===== src/common/drive_monitor_defines.vh =====
`ifndef DRIVE_MONITOR_DEFINES_VH
`define DRIVE_MONITOR_DEFINES_VH

// silent bit periods before a fault is declared
`define SILENCE_LIMIT 128
// width of the per-channel silence counter
`define SILENCE_COUNT_WIDTH 8
// counter value after reset or after a pulse
`define SILENCE_COUNT_RESET 8'h00
// fault output value after reset
`define FAULT_RESET 1'b0
// number of channels
`define CHANNEL_COUNT 12

`endif


===== src/hw/channel_silence_monitor.v =====
`timescale 1ns/10ps
`include "drive_monitor_defines.vh"
`default_nettype none

module channel_silence_monitor #(
   parameter LIMIT = `SILENCE_LIMIT,
   parameter CW = `SILENCE_COUNT_WIDTH
) (
   input wire clk,
   input wire sys_rst,
   input wire bit_tick,
   input wire pulse_seen,
   output reg fault
);
   reg [CW-1:0] silent_count;
   localparam [31:0] LAST_FULL = LIMIT - 1;
   // the limit must fit the counter width; upper bits are cut on purpose
   localparam [CW-1:0] LAST = LAST_FULL[CW-1:0];

   always @(posedge clk) begin
      if (sys_rst) begin
         silent_count <= `SILENCE_COUNT_RESET;
         fault <= `FAULT_RESET;
      end else if (pulse_seen) begin
         silent_count <= `SILENCE_COUNT_RESET;
         fault <= 1'b0;
      end else if (bit_tick) begin
         // saturate so the fault holds through long silence
         if (silent_count == LAST) begin
            fault <= 1'b1;
         end else begin
            silent_count <= silent_count + {{(CW-1){1'b0}}, 1'b1};
         end
      end
   end
endmodule // channel_silence_monitor

`default_nettype wire


===== src/hw/transmit_drive_monitor.v =====
`timescale 1ns/10ps
`include "drive_monitor_defines.vh"
`default_nettype none

module transmit_drive_monitor #(
   parameter CHANNELS = `CHANNEL_COUNT,
   parameter LIMIT = `SILENCE_LIMIT
) (
   input wire clk,
   input wire sys_rst,
   input wire [CHANNELS-1:0] tx_bit_clk,
   input wire [CHANNELS-1:0] monitor_pos_in,
   input wire [CHANNELS-1:0] monitor_neg_in,
   input wire [CHANNELS-1:0] line_out_pos,
   input wire [CHANNELS-1:0] line_out_neg,
   input wire [CHANNELS-1:0] internal_select,
   output wire [CHANNELS-1:0] drive_fault_out
);
   genvar ch;
   generate
      for (ch = 0; ch < CHANNELS; ch = ch + 1) begin : g_channel
         reg [1:0] clk_sync;
         reg [1:0] sel_sync;
         reg [1:0] ext_pos_sync;
         reg [1:0] ext_neg_sync;
         reg [1:0] int_pos_sync;
         reg [1:0] int_neg_sync;
         reg clk_prev;
         reg pos_prev;
         reg neg_prev;
         reg src_pos;
         reg src_neg;
         reg pos_rise;
         reg neg_rise;
         reg tick;
         reg pulse;

         // bit clock is a pin; two flops before the edge detector
         always @(posedge clk) begin
            if (sys_rst) begin
               clk_sync <= 2'h0;
            end else begin
               clk_sync <= {clk_sync[0], tx_bit_clk[ch]};
            end
         end

         // select synced with the same delay as the rails, so they line up
         always @(posedge clk) begin
            if (sys_rst) begin
               sel_sync <= 2'h0;
            end else begin
               sel_sync <= {sel_sync[0], internal_select[ch]};
            end
         end

         always @(posedge clk) begin
            if (sys_rst) begin
               ext_pos_sync <= 2'h0;
            end else begin
               ext_pos_sync <= {ext_pos_sync[0], monitor_pos_in[ch]};
            end
         end

         always @(posedge clk) begin
            if (sys_rst) begin
               ext_neg_sync <= 2'h0;
            end else begin
               ext_neg_sync <= {ext_neg_sync[0], monitor_neg_in[ch]};
            end
         end

         always @(posedge clk) begin
            if (sys_rst) begin
               int_pos_sync <= 2'h0;
            end else begin
               int_pos_sync <= {int_pos_sync[0], line_out_pos[ch]};
            end
         end

         always @(posedge clk) begin
            if (sys_rst) begin
               int_neg_sync <= 2'h0;
            end else begin
               int_neg_sync <= {int_neg_sync[0], line_out_neg[ch]};
            end
         end

         // unselected rails never reach the detector
         always @* begin
            src_pos = ext_pos_sync[1];
            src_neg = ext_neg_sync[1];
            if (sel_sync[1]) begin
               src_pos = int_pos_sync[1];
               src_neg = int_neg_sync[1];
            end
         end

         always @(posedge clk) begin
            if (sys_rst) begin
               clk_prev <= 1'b0;
            end else begin
               clk_prev <= clk_sync[1];
            end
         end

         // rails idle low, so a low history gives no false pulse after reset
         always @(posedge clk) begin
            if (sys_rst) begin
               pos_prev <= 1'b0;
            end else begin
               pos_prev <= src_pos;
            end
         end

         always @(posedge clk) begin
            if (sys_rst) begin
               neg_prev <= 1'b0;
            end else begin
               neg_prev <= src_neg;
            end
         end

         always @* begin
            tick = clk_sync[1] & ~clk_prev;
         end

         // rising edge of either rail is one pulse; a held rail counts once
         always @* begin
            pos_rise = src_pos & ~pos_prev;
            neg_rise = src_neg & ~neg_prev;
            pulse = pos_rise | neg_rise;
         end

         channel_silence_monitor #(
            .LIMIT(LIMIT),
            .CW(`SILENCE_COUNT_WIDTH)
         ) u_mon (
            .clk(clk),
            .sys_rst(sys_rst),
            .bit_tick(tick),
            .pulse_seen(pulse),
            .fault(drive_fault_out[ch])
         );
      end
   endgenerate
endmodule // transmit_drive_monitor

`default_nettype wire


===== config.mk =====
export PLATFORM = sky130hd
export DESIGN_NAME = transmit_drive_monitor
export DESIGN_NICKNAME = d
export VERILOG_FILES = /design/src/hw/channel_silence_monitor.v /design/src/hw/transmit_drive_monitor.v
export VERILOG_INCLUDE_DIRS = /design/src /design/src/common
export SDC_FILE = /design/constraint.sdc
export NUM_CORES = 1
export LEC_CHECK = 0
export BUFFER_PORTS_ARGS = -buffer_cell sky130_fd_sc_hd__buf_2
export CELL_PAD_IN_SITES_DETAIL_PLACEMENT = 1
export CELL_PAD_IN_SITES_GLOBAL_PLACEMENT = 2
export CORE_UTILIZATION = 35
export DETAILED_ROUTE_END_ITERATION = 10
export PLACE_DENSITY_LB_ADDON = 0.1
export REMOVE_ABC_BUFFERS = 1
export SYNTH_ARGS = -nofsm -noshare
export SYNTH_HDL_FRONTEND = slang
export SYNTH_SLANG_ARGS = --single-unit

===== constraint.sdc =====
create_clock -name clk -period 1.45 [get_ports clk]
set_input_delay 0.29 -clock clk [delete_from_list [all_inputs] [get_ports clk]]
set_output_delay 0.29 -clock clk [all_outputs]
set_load 0.02 [all_outputs]

==> results of run 1 <==
==> timing repair <==
item | in CTS | in global routing
pin swaps | 2 | 24
hold buffers | 70 | 0
gates resized for setup | 7 | 75
setup endpoints to repair | 7 | 51
buffers inserted | 0 | 9
hold endpoints to repair | 70 | 0
==> worst max-delay path, cell delays in order (launching register included) <==
cell and delay, ps:
dfxtp_2 330, nand4_1 210, buf_4 210, or4_1 460
a21oi_1 130
==> cell usage in the layout (no fill, tap or decap), types with 4 or more instances in the layout <==
cell type / instances
mux2i_1: 48
or4_1: 6
buf_2: 84
and4_1: 4
o21ai_1: 5
nor2b_1: 163
a31oi_1: 9
nor2b_4: 5
dlygate4sd3_1: 70
a21oi_1: 40
clkbuf_8: 7
buf_4: 93
o211ai_1: 13
clkinv_2: 4
clkbuf_16: 31
o21ai_0: 14
and3_1: 9
nand4b_1: 5
bufinv_16: 5
ha_4: 8
nand4_2: 4
nand3_1: 19
nor3_1: 21
and4b_1: 9
nor2_1: 103
xor2_1: 25
o221ai_2: 11
nand4_1: 17
a211oi_1: 17
or3_1: 8
nand2_1: 30
dfxtp_1: 254
nand2b_1: 5
dfxtp_2: 33
inv_1: 15
and2_1: 5
==> worst max-delay path by stage <==
stage                                        from                                  to  cells after the start
2_1_floorplan  g_channel[1].u_mon.silent_count[0]  g_channel[1].u_mon.silent_count[5]                      5
3_3_place_gp   g_channel[4].u_mon.silent_count[0]  g_channel[4].u_mon.silent_count[7]                      5
3_5_place_dp   g_channel[4].u_mon.silent_count[0]  g_channel[4].u_mon.silent_count[7]                      5
4_1_cts        g_channel[1].u_mon.silent_count[0]  g_channel[1].u_mon.silent_count[5]                      5
5_1_grt                     g_channel[1].clk_prev  g_channel[1].u_mon.silent_count[5]                      5
6_report       g_channel[6].u_mon.silent_count[6]  g_channel[6].u_mon.silent_count[7]                      4
==> state kept, by name (all words and copies together) (netlist names) <==
| register | count |
|---|---|
| g_channel.int_pos_sync | 24 |
| g_channel.sel_sync | 24 |
| g_channel.u_mon.fault | 12 |
| g_channel.u_mon.silent_count | 96 |
| g_channel.ext_pos_sync | 24 |
| g_channel.ext_neg_sync | 24 |
| g_channel.clk_prev | 12 |
| g_channel.pos_prev | 12 |
| g_channel.int_neg_sync | 24 |
| g_channel.clk_sync | 24 |
| g_channel.neg_prev | 12 |
==> synth_stat cells, types with 13 or more instances <==
cell type | count | area share
nand4_1 | 17 | 0.010
a21oi_1 | 42 | 0.020
inv_1 | 15 | 0.0054
xor2_1 | 26 | 0.022
buf_4 | 13 | 0.0094
nor2_1 | 103 | 0.037
nand3_1 | 21 | 0.010
nor2b_1 | 164 | 0.099
a211oi_1 | 17 | 0.012
clkbuf_1 | 18 | 0.0065
nor3_1 | 24 | 0.012
nand2_1 | 30 | 0.011
mux2i_1 | 48 | 0.046
o211ai_1 | 13 | 0.0094
o21ai_0 | 19 | 0.0092
dfxtp_1 | 288 | 0.56
==> area by class of cell <==
cell class,instances,area (um2)
fillers,3220,15000
flip-flops and latches,288,5810
multi-input cells,654,4530
repair buffers,249,1850
clock buffers,40,880
well taps,384,480
clock inverters,14,211
inverters,15,56.3
==> cells by family after synthesis <==
kind of cell | after synthesis | share of synthesized area
AND/OR/NAND/NOR | 435 | 0.243
flip-flops | 288 | 0.558
AO/OA/AOI/OAI | 132 | 0.0910
buffers and inverters | 51 | 0.0248
multiplexers | 48 | 0.0465
XOR/XNOR | 27 | 0.0229
adder cells (fa/ha/maj) | 12 | 0.0145
==> layer usage <==
| metal | up-vias | wire length (um) | GRT usage |
|---|---|---|---|
| met1 | 3524 | 9930 | 0.178 |
| met2 | 92 | 9660 | 0.230 |
| met3 | 35 | 877 | 0.0294 |
| met5 | - | 0 | 0 |
| met4 | 0 | 355 | 0.0373 |
| li1 | 3915 | - | - |
==> stage by stage <==
stage / instances / cell area, um2 / setup TNS, ps
after floorplan: 957 / 10100 / -26.0
after global placement: 1511 / 11700 / -5.67
after detailed placement: 1511 / 11700 / -22.1
after CTS: 1635 / 13500 / 0
after global routing: 1644 / 13800 / -193
final: 1644 / 13800 / 0
==> power by group through the flow <==
stage,Sequential [mW],Combinational (mW),Clock [mW]
5_1_grt,8.26,0.919,8.97
3_3_place_gp,8.40,0.664,0
2_1_floorplan,8.39,0.337,0
3_5_place_dp,8.41,0.668,0
6_report,8.24,0.821,8.31
4_1_cts,8.23,0.813,8.62
==> metrics, run 1 <==
TritonCTS buffer count 31; Vias roughly 7600; fin util 0.479; NetSw ~3.6 mW; crit path DAT 1890 ps; Worst-Margin Slew between 600 and 700 ps; diode count 0; Clk Latency, worst-skew pair 550 ps; Starting DRT DRC Count approximately 270; Post-Syn Area between 10000 and 15000 um2; Combinational Power Share 0.047; Max Transition Viols Final 0; Async SR Flop Fraction 0; status finished, final reports clean; final worst slack 37.0 ps; clk buf depth 3; die height 174 um; share of layout cells above drive strength 1 0.256; Final Wtd Congestion 0.746; Sw Share 0.209; Syn Inst Count 993; Vias/cell 4.60; Detailed Routing Iterations Pass 1 4; Root Buffer clkbuf_16; port bufs 85; synth warn 0; global-route wire length before repair between 30000 and 40000 um; Primary FF master, synth dfxtp_1; average wire per standard cell about 13 um; DPL Wire Length between 10000 and 15000 um; fmax 708 MHz; DRT antenna net count 0; post-layout min period about 1400 ps; Rel. slew slack 0.592; Clock transition at path regs ~60 ps; Post-synth EDFFs 0; Hold Path Class input pin to register; residual DRC count 0; hold path endpoint g_channel[8].clk_sync[0]; Crit. End Element register; final number of hold-violating endpoints 0; clock share of power 0.478; grt ovf 0; Setup WS pre-CTS -20.2 ps; die width 174 um; R2R Setup Slk 40 ps; CP Class register to register; Tcrit/Tclk final 0.974; VDD IR max 0.842 mV; Seq cells post-synth about 290; sequential share of power 0.474; hold slack around 20 ps; Lkg Pwr between 5 and 6 nW; Site Rows 62; CTS tree done; antenna violations before repair 0; Mean Syn Cell Area around 10 um2; Worst Path Required between 1500 and 2000 ps; I/O pins 86; Hold Path Depth 2; PnR Total Power 17.4 mW; max cap viols 0; hold_sp tx_bit_clk[8]; r2r endpoint g_channel[6].u_mon.silent_count[7]; final wirelength between 20000 and 25000 um; area of the core between 20000 and 30000 um2; clk sinks around 290; H-tree levels 1; Setup-failing EPs final 0; PD cells 1260 nW/um2; Internal between 10 and 15 mW; CP startpoint kind register; die area between 30000 and 40000 um2; pin count of the biggest net entering global routing around 130; RR Startpoint g_channel[6].u_mon.silent_count[6]; sequential area share after synthesis 0.558; Setup Skew 7.75 ps; Area growth syn-to-layout 33.7%; nets 1325; vias in the first global route between 7000 and 8000; Starting Density 0.358; GRT Util Overall 0.137; CP max FO 4; Synth cell types 49; cell count of the worst reg-to-reg path 4; unrepaired setup endpoints after global routing true
Power figures use the tool's default switching activity.
==> run 2: changes to the inputs <==
Settings changed: CORE_UTILIZATION 35 to 38.
Clock period 1.45 ns to 1.6 ns, I/O delays scaled along.
==> run 2 against run 1 <==
  * The flow now finishes with violations (DRC)
  * Register-to-register slack improved by 40 ps
  * Clock power decreased by 7.2%
  * Clock skew is 10 ps higher
  * Wire length down 3.8%
  * Combinational power shrank 18%
  * Worst hold slack worse by 2.0 ps
  * Non-clock buffer count down 66
  * Setup slack improved by 38 ps
  * Global-route usage is 0.82 points higher
  * Largest power group unchanged
==> metrics, run 2 (synthesized netlist as in run 1, its figures left out) <==
status finished, violations left; failing checks DRC; final wirelength 20000 um; M1 WL 9610 um; crit path DAT a little over 2000 ps; Highest Signal Layer met4; CTS tree done; diode count 0; die width between 150 and 200 um; clk buf depth 3; Max Transition Viols Final 0; Clk Latency, worst-skew pair around 560 ps; CP max FO 5; Lkg Pwr a little over 5 nW; Crit. End Element register; DRT antenna net count 0; H-tree levels 1; commonest non-fill, non-tap cells in the layout dfxtp_1, nor2b_1, nor2_1, buf_2, dlygate4sd3_1; Setup-failing EPs final 0; pin count of the biggest net entering global routing between 100 and 150; hold slack between 15 and 20 ps; Vias 7406; Root Buffer clkbuf_16; Hold Path Class input pin to register; antenna violations before repair 0; area of the core approximately 27000 um2; filler cell count slightly below 3000; Final Wtd Congestion between 0.7 and 0.8; hold_sp tx_bit_clk[4]; Setup crit start g_channel[6].u_mon.silent_count[0]; Rel. slew slack 0.634; clk sinks ~290; met3 wire length about 670 um; Vias/cell 4.82; Detailed Routing Iterations Pass 1 7; Largest register FFs 96; final number of hold-violating endpoints 0; I/O pins 86; Site Rows 60; Setup Skew 17.9 ps; post-layout min period roughly 1500 ps; commonest non-fill, non-tap cell in the layout dfxtp_1; Starting DRT DRC Count between 200 and 300; WP buf/inv 0; global-route wire length before repair between 30000 and 40000 um; dpl cells 1416; die area 27900 um2; Finished Layout Cells between 1500 and 2000; critical-path cell list ha_1 -> and4b_2 -> or4_1 -> a21oi_2; Area growth syn-to-layout 26.6%; Worst-Margin Slew 548 ps; share of layout cells above drive strength 1 0.175; top cell family by delay on the critical path simple AND/OR/NAND/NOR gates; Tcrit/Tclk final 0.953; residual DRC count 1; grt ovf 0; CP startpoint kind register; Largest Register g_channel.u_mon.silent_count; CP Class register to register; Slowest-stage cell, CP or4_1; GRT Util Overall 0.145; slowest stage delay, CP 420 ps; Clock transition at path regs roughly 60 ps; Worst Path Required between 2000 and 2500 ps; DPL Wire Length 12800 um; nets 1259; vias in the first global route approximately 7600; Starting Density 0.386; average wire per standard cell between 10 and 15 um; port bufs between 80 and 90; RR Startpoint g_channel[6].u_mon.silent_count[0]; die height roughly 170 um; PnR Total Power roughly 16 mW; max cap viols 0; met2 WL between 9000 and 10000 um; TritonCTS buffer count 31; fmax approximately 660 MHz; VDD IR max approximately 0.80 mV; PD cells around 1200 nW/um2
[run 2: stage by stage]
| step | utilization | cell area [um2] | TNS [ps] | worst slack, ps |
|---|---|---|---|---|
| 6_report | 0.489 | 13100 | 0 | 75.4 |
| 3_5_place_dp | 0.420 | 11300 | 0 | 63.4 |
| 4_1_cts | 0.487 | 13100 | 0 | 45.6 |
| 5_1_grt | 0.489 | 13100 | -15.8 | -15.8 |
| 2_1_floorplan | - | 10100 | 0 | 129 |
| 3_3_place_gp | 0.420 | 11300 | 0 | 95.0 |
[run 2: power breakdown]
part	total (mW)	switching (mW)	internal, mW
registers	7.46	0.0785	7.39
logic	0.677	0.310	0.367
clock network	7.71	2.87	4.84
total	15.9	3.26	12.6
[run 2: path summary, 6_finish.rpt]
kind | end | slack [ps] | cells after the start
hold / removal | g_channel[4].clk_sync[0] | 20 | 2
setup / recovery | g_channel[6].u_mon.silent_count[7] | 80 | 4
hold reg to reg | g_channel[8].sel_sync[1] | 440 | 1
setup reg to reg | g_channel[6].u_mon.silent_count[7] | 80 | 4
[run 2: layout make-up]
type | instances | area [um2] | area share
flip-flops and latches | 288 | 5770 | 0.440
multi-input cells | 654 | 4350 | 0.332
repair buffers | 183 | 1360 | 0.103
clock buffers | 40 | 880 | 0.0672
well taps | 341 | 427 | 0.0326
clock inverters | 17 | 258 | 0.0197
inverters | 15 | 56.3 | 0.00430
[run 2: metal layers]
metal,track usage,vias to the layer above
met4,0.0443,0
met1,0.186,3484
met5,0,-
met3,0.0283,38
li1,-,3794
met2,0.247,90
[run 2: repair_timing]
| item | in CTS | in global routing |
|---|---|---|
| setup buffers | 0 | 0 |
| endpoints found under the setup margin | 0 | 14 |
| resized for setup | 0 | 14 |
| endpoints found under the hold margin | 65 | 0 |
| hold buffers | 65 | 0 |
==> run 3: changes to the inputs <==
Settings changed: CORE_UTILIZATION 38 to 40.
Clock period 1.6 ns to 1.95 ns, I/O delays scaled along.
==> run 3 against run 2 <==
  * The run now ends clean
  * Cell count decreased by 7.0%
  * Non-clock buffer count shrank 96
  * Worst hold slack gained 23 ps
  * Core utilization fell by 1.2 points
  * Design area is 8.0% lower
  * Register-to-register slack gained 190 ps
  * Maximum frequency fell by 9.5%
  * Critical path depth rose by 1
  * Critical path type unchanged
  * Largest cell class unchanged
  * Highest routed layer is now met5
==> metrics, run 3 (synthesized netlist as in run 1, its figures left out) <==
sequential share of power 0.499; global-route wire length before repair between 30000 and 40000 um; Worst-Margin Slew between 700 and 800 ps; Worst Path Required roughly 2400 ps; residual DRC count 0; Clk Latency, worst-skew pair between 500 and 600 ps; NetSw 2.54 mW; commonest non-fill, non-tap cell in the layout dfxtp_1; unrepaired setup endpoints after global routing false; fin util 0.477; crit path DAT approximately 2100 ps; WP buf/inv 0; DPL Wire Length ~12000 um; Largest Register g_channel.u_mon.silent_count; Detailed Routing Iterations Pass 1 4; Starting DRT DRC Count about 220; CP Class register to register; clk buf depth 3; I/O pins 86; Max Transition Viols Final 0; Starting Density 0.409; DRT antenna net count 0; Rel. slew slack 0.482; total negative slack 0 ps; grt ovf 0; CP startpoint kind register; post-layout min period about 1700 ps; Tcrit/Tclk final 0.864; pin count of the biggest net entering global routing 181; Largest register FFs between 90 and 100; Clock transition at path regs 60 ps; clock share of power 0.466; Post-CTS Hold Buffers 0; post-CTS sizing 0; antenna violations before repair 4; Setup Skew between 20 and 25 ps; Area growth syn-to-layout 16.4%; fmax ~590 MHz; Setup-failing EPs final 0; die area around 26000 um2; Final Wtd Congestion 0.771; average wire per standard cell between 10 and 15 um; vias in the first global route a little under 7000; Site Rows a little under 60; slowest stage delay, CP roughly 440 ps; Sw Share 0.207; share of layout cells above drive strength 1 0.150; filler cell count 2831; PD cells 1020 nW/um2; TritonCTS buffer count 30; Hold Path Class input pin to register; die height 163 um; Combinational Power Share 0.035; top cell family by delay on the critical path compound AO/OA/AOI/OAI gates; final wirelength ~18000 um; area of the core roughly 25000 um2; Root Buffer clkbuf_16; Internal about 9.7 mW; final number of hold-violating endpoints 0; Slowest-stage cell, CP o31ai_1; clk sinks about 290; max cap viols 0; Lkg Pwr between 4 and 5 nW; CTS tree done; GRT Util Overall 0.141; critical-path cell list ha_1 -> nand3_1 -> o31ai_1 -> mux2i_1 -> nor2_1; Crit. End Element register; setup bufs post-CTS 0; VDD IR max 0.623 mV; CP max FO 5; Vias 6961; port bufs 85; H-tree levels 1; nets 1162; die width 163 um; Seq. cell area 5770 um2; status finished, final reports clean; multi-input combinational cell area 4320 um2; commonest non-fill, non-tap cells in the layout dfxtp_1, nor2b_1, nor2_1, buf_2, mux2i_1; Vias/cell 4.86
==> run 3: cell types whose count changed in the layout (fill, tap and decap cells not counted), sizes merged, moves of 3 or more <==
cell,before,now
buf,118,87
bufinv,6,3
clkinv,7,10
clkinvlp,3,0
diode,0,3
dlygate4sd3,65,0
==> run 3: layout make-up <==
type / instances / share of cell area
clock buffers: 41 / 0.0716
flip-flops and latches: 288 / 0.479
inverters: 15 / 0.00468
multi-input cells: 654 / 0.359
diodes: 3 / 0.000624
well taps: 330 / 0.0343
clock inverters: 13 / 0.0132
repair buffers: 87 / 0.0381
==> run 3: worst paths after layout <==
check	startpoint	endpoint	slack, ps	depth (start not counted)
max reg2reg	g_channel[1].u_mon.silent_count[0]	g_channel[1].u_mon.silent_count[1]	270	5
min reg2reg	g_channel[3].clk_sync[0]	g_channel[3].clk_sync[1]	430	1
min	internal_select[11]	g_channel[11].sel_sync[0]	40	2
max	g_channel[1].u_mon.silent_count[0]	g_channel[1].u_mon.silent_count[1]	270	5
==> run 3: metrics by stage <==
stage	hold slack, ps	cells	setup slack [ps]	area [um2]	power, mW
after floorplan	414	957	479	10100	6.49
after global placement	417	1374	383	11000	6.69
after detailed placement	424	1374	256	11000	6.70
after CTS	9.56	1428	243	12000	12.5
after global routing	24.9	1428	97.6	12000	12.8
final	41.1	1431	266	12000	12.3
==> run 3: power by group through the flow <==
stage          clock network [mW]  registers (mW)  logic [mW]
5_1_grt                      6.16            6.14       0.492
4_1_cts                      5.96            6.13       0.446
3_3_place_gp                    0            6.25       0.439
3_5_place_dp                    0            6.26       0.443
2_1_floorplan                   0            6.24       0.250
6_report                     5.73            6.13       0.430
==> run 3: per-layer routing <==
metal  GRT usage  up-vias  part of all wire
met1       0.181     3235              0.49
met2       0.234       89              0.44
met3      0.0344       38             0.044
met4      0.0442        2             0.027
li1            -     3597                 -
met5           0        -           0.00044
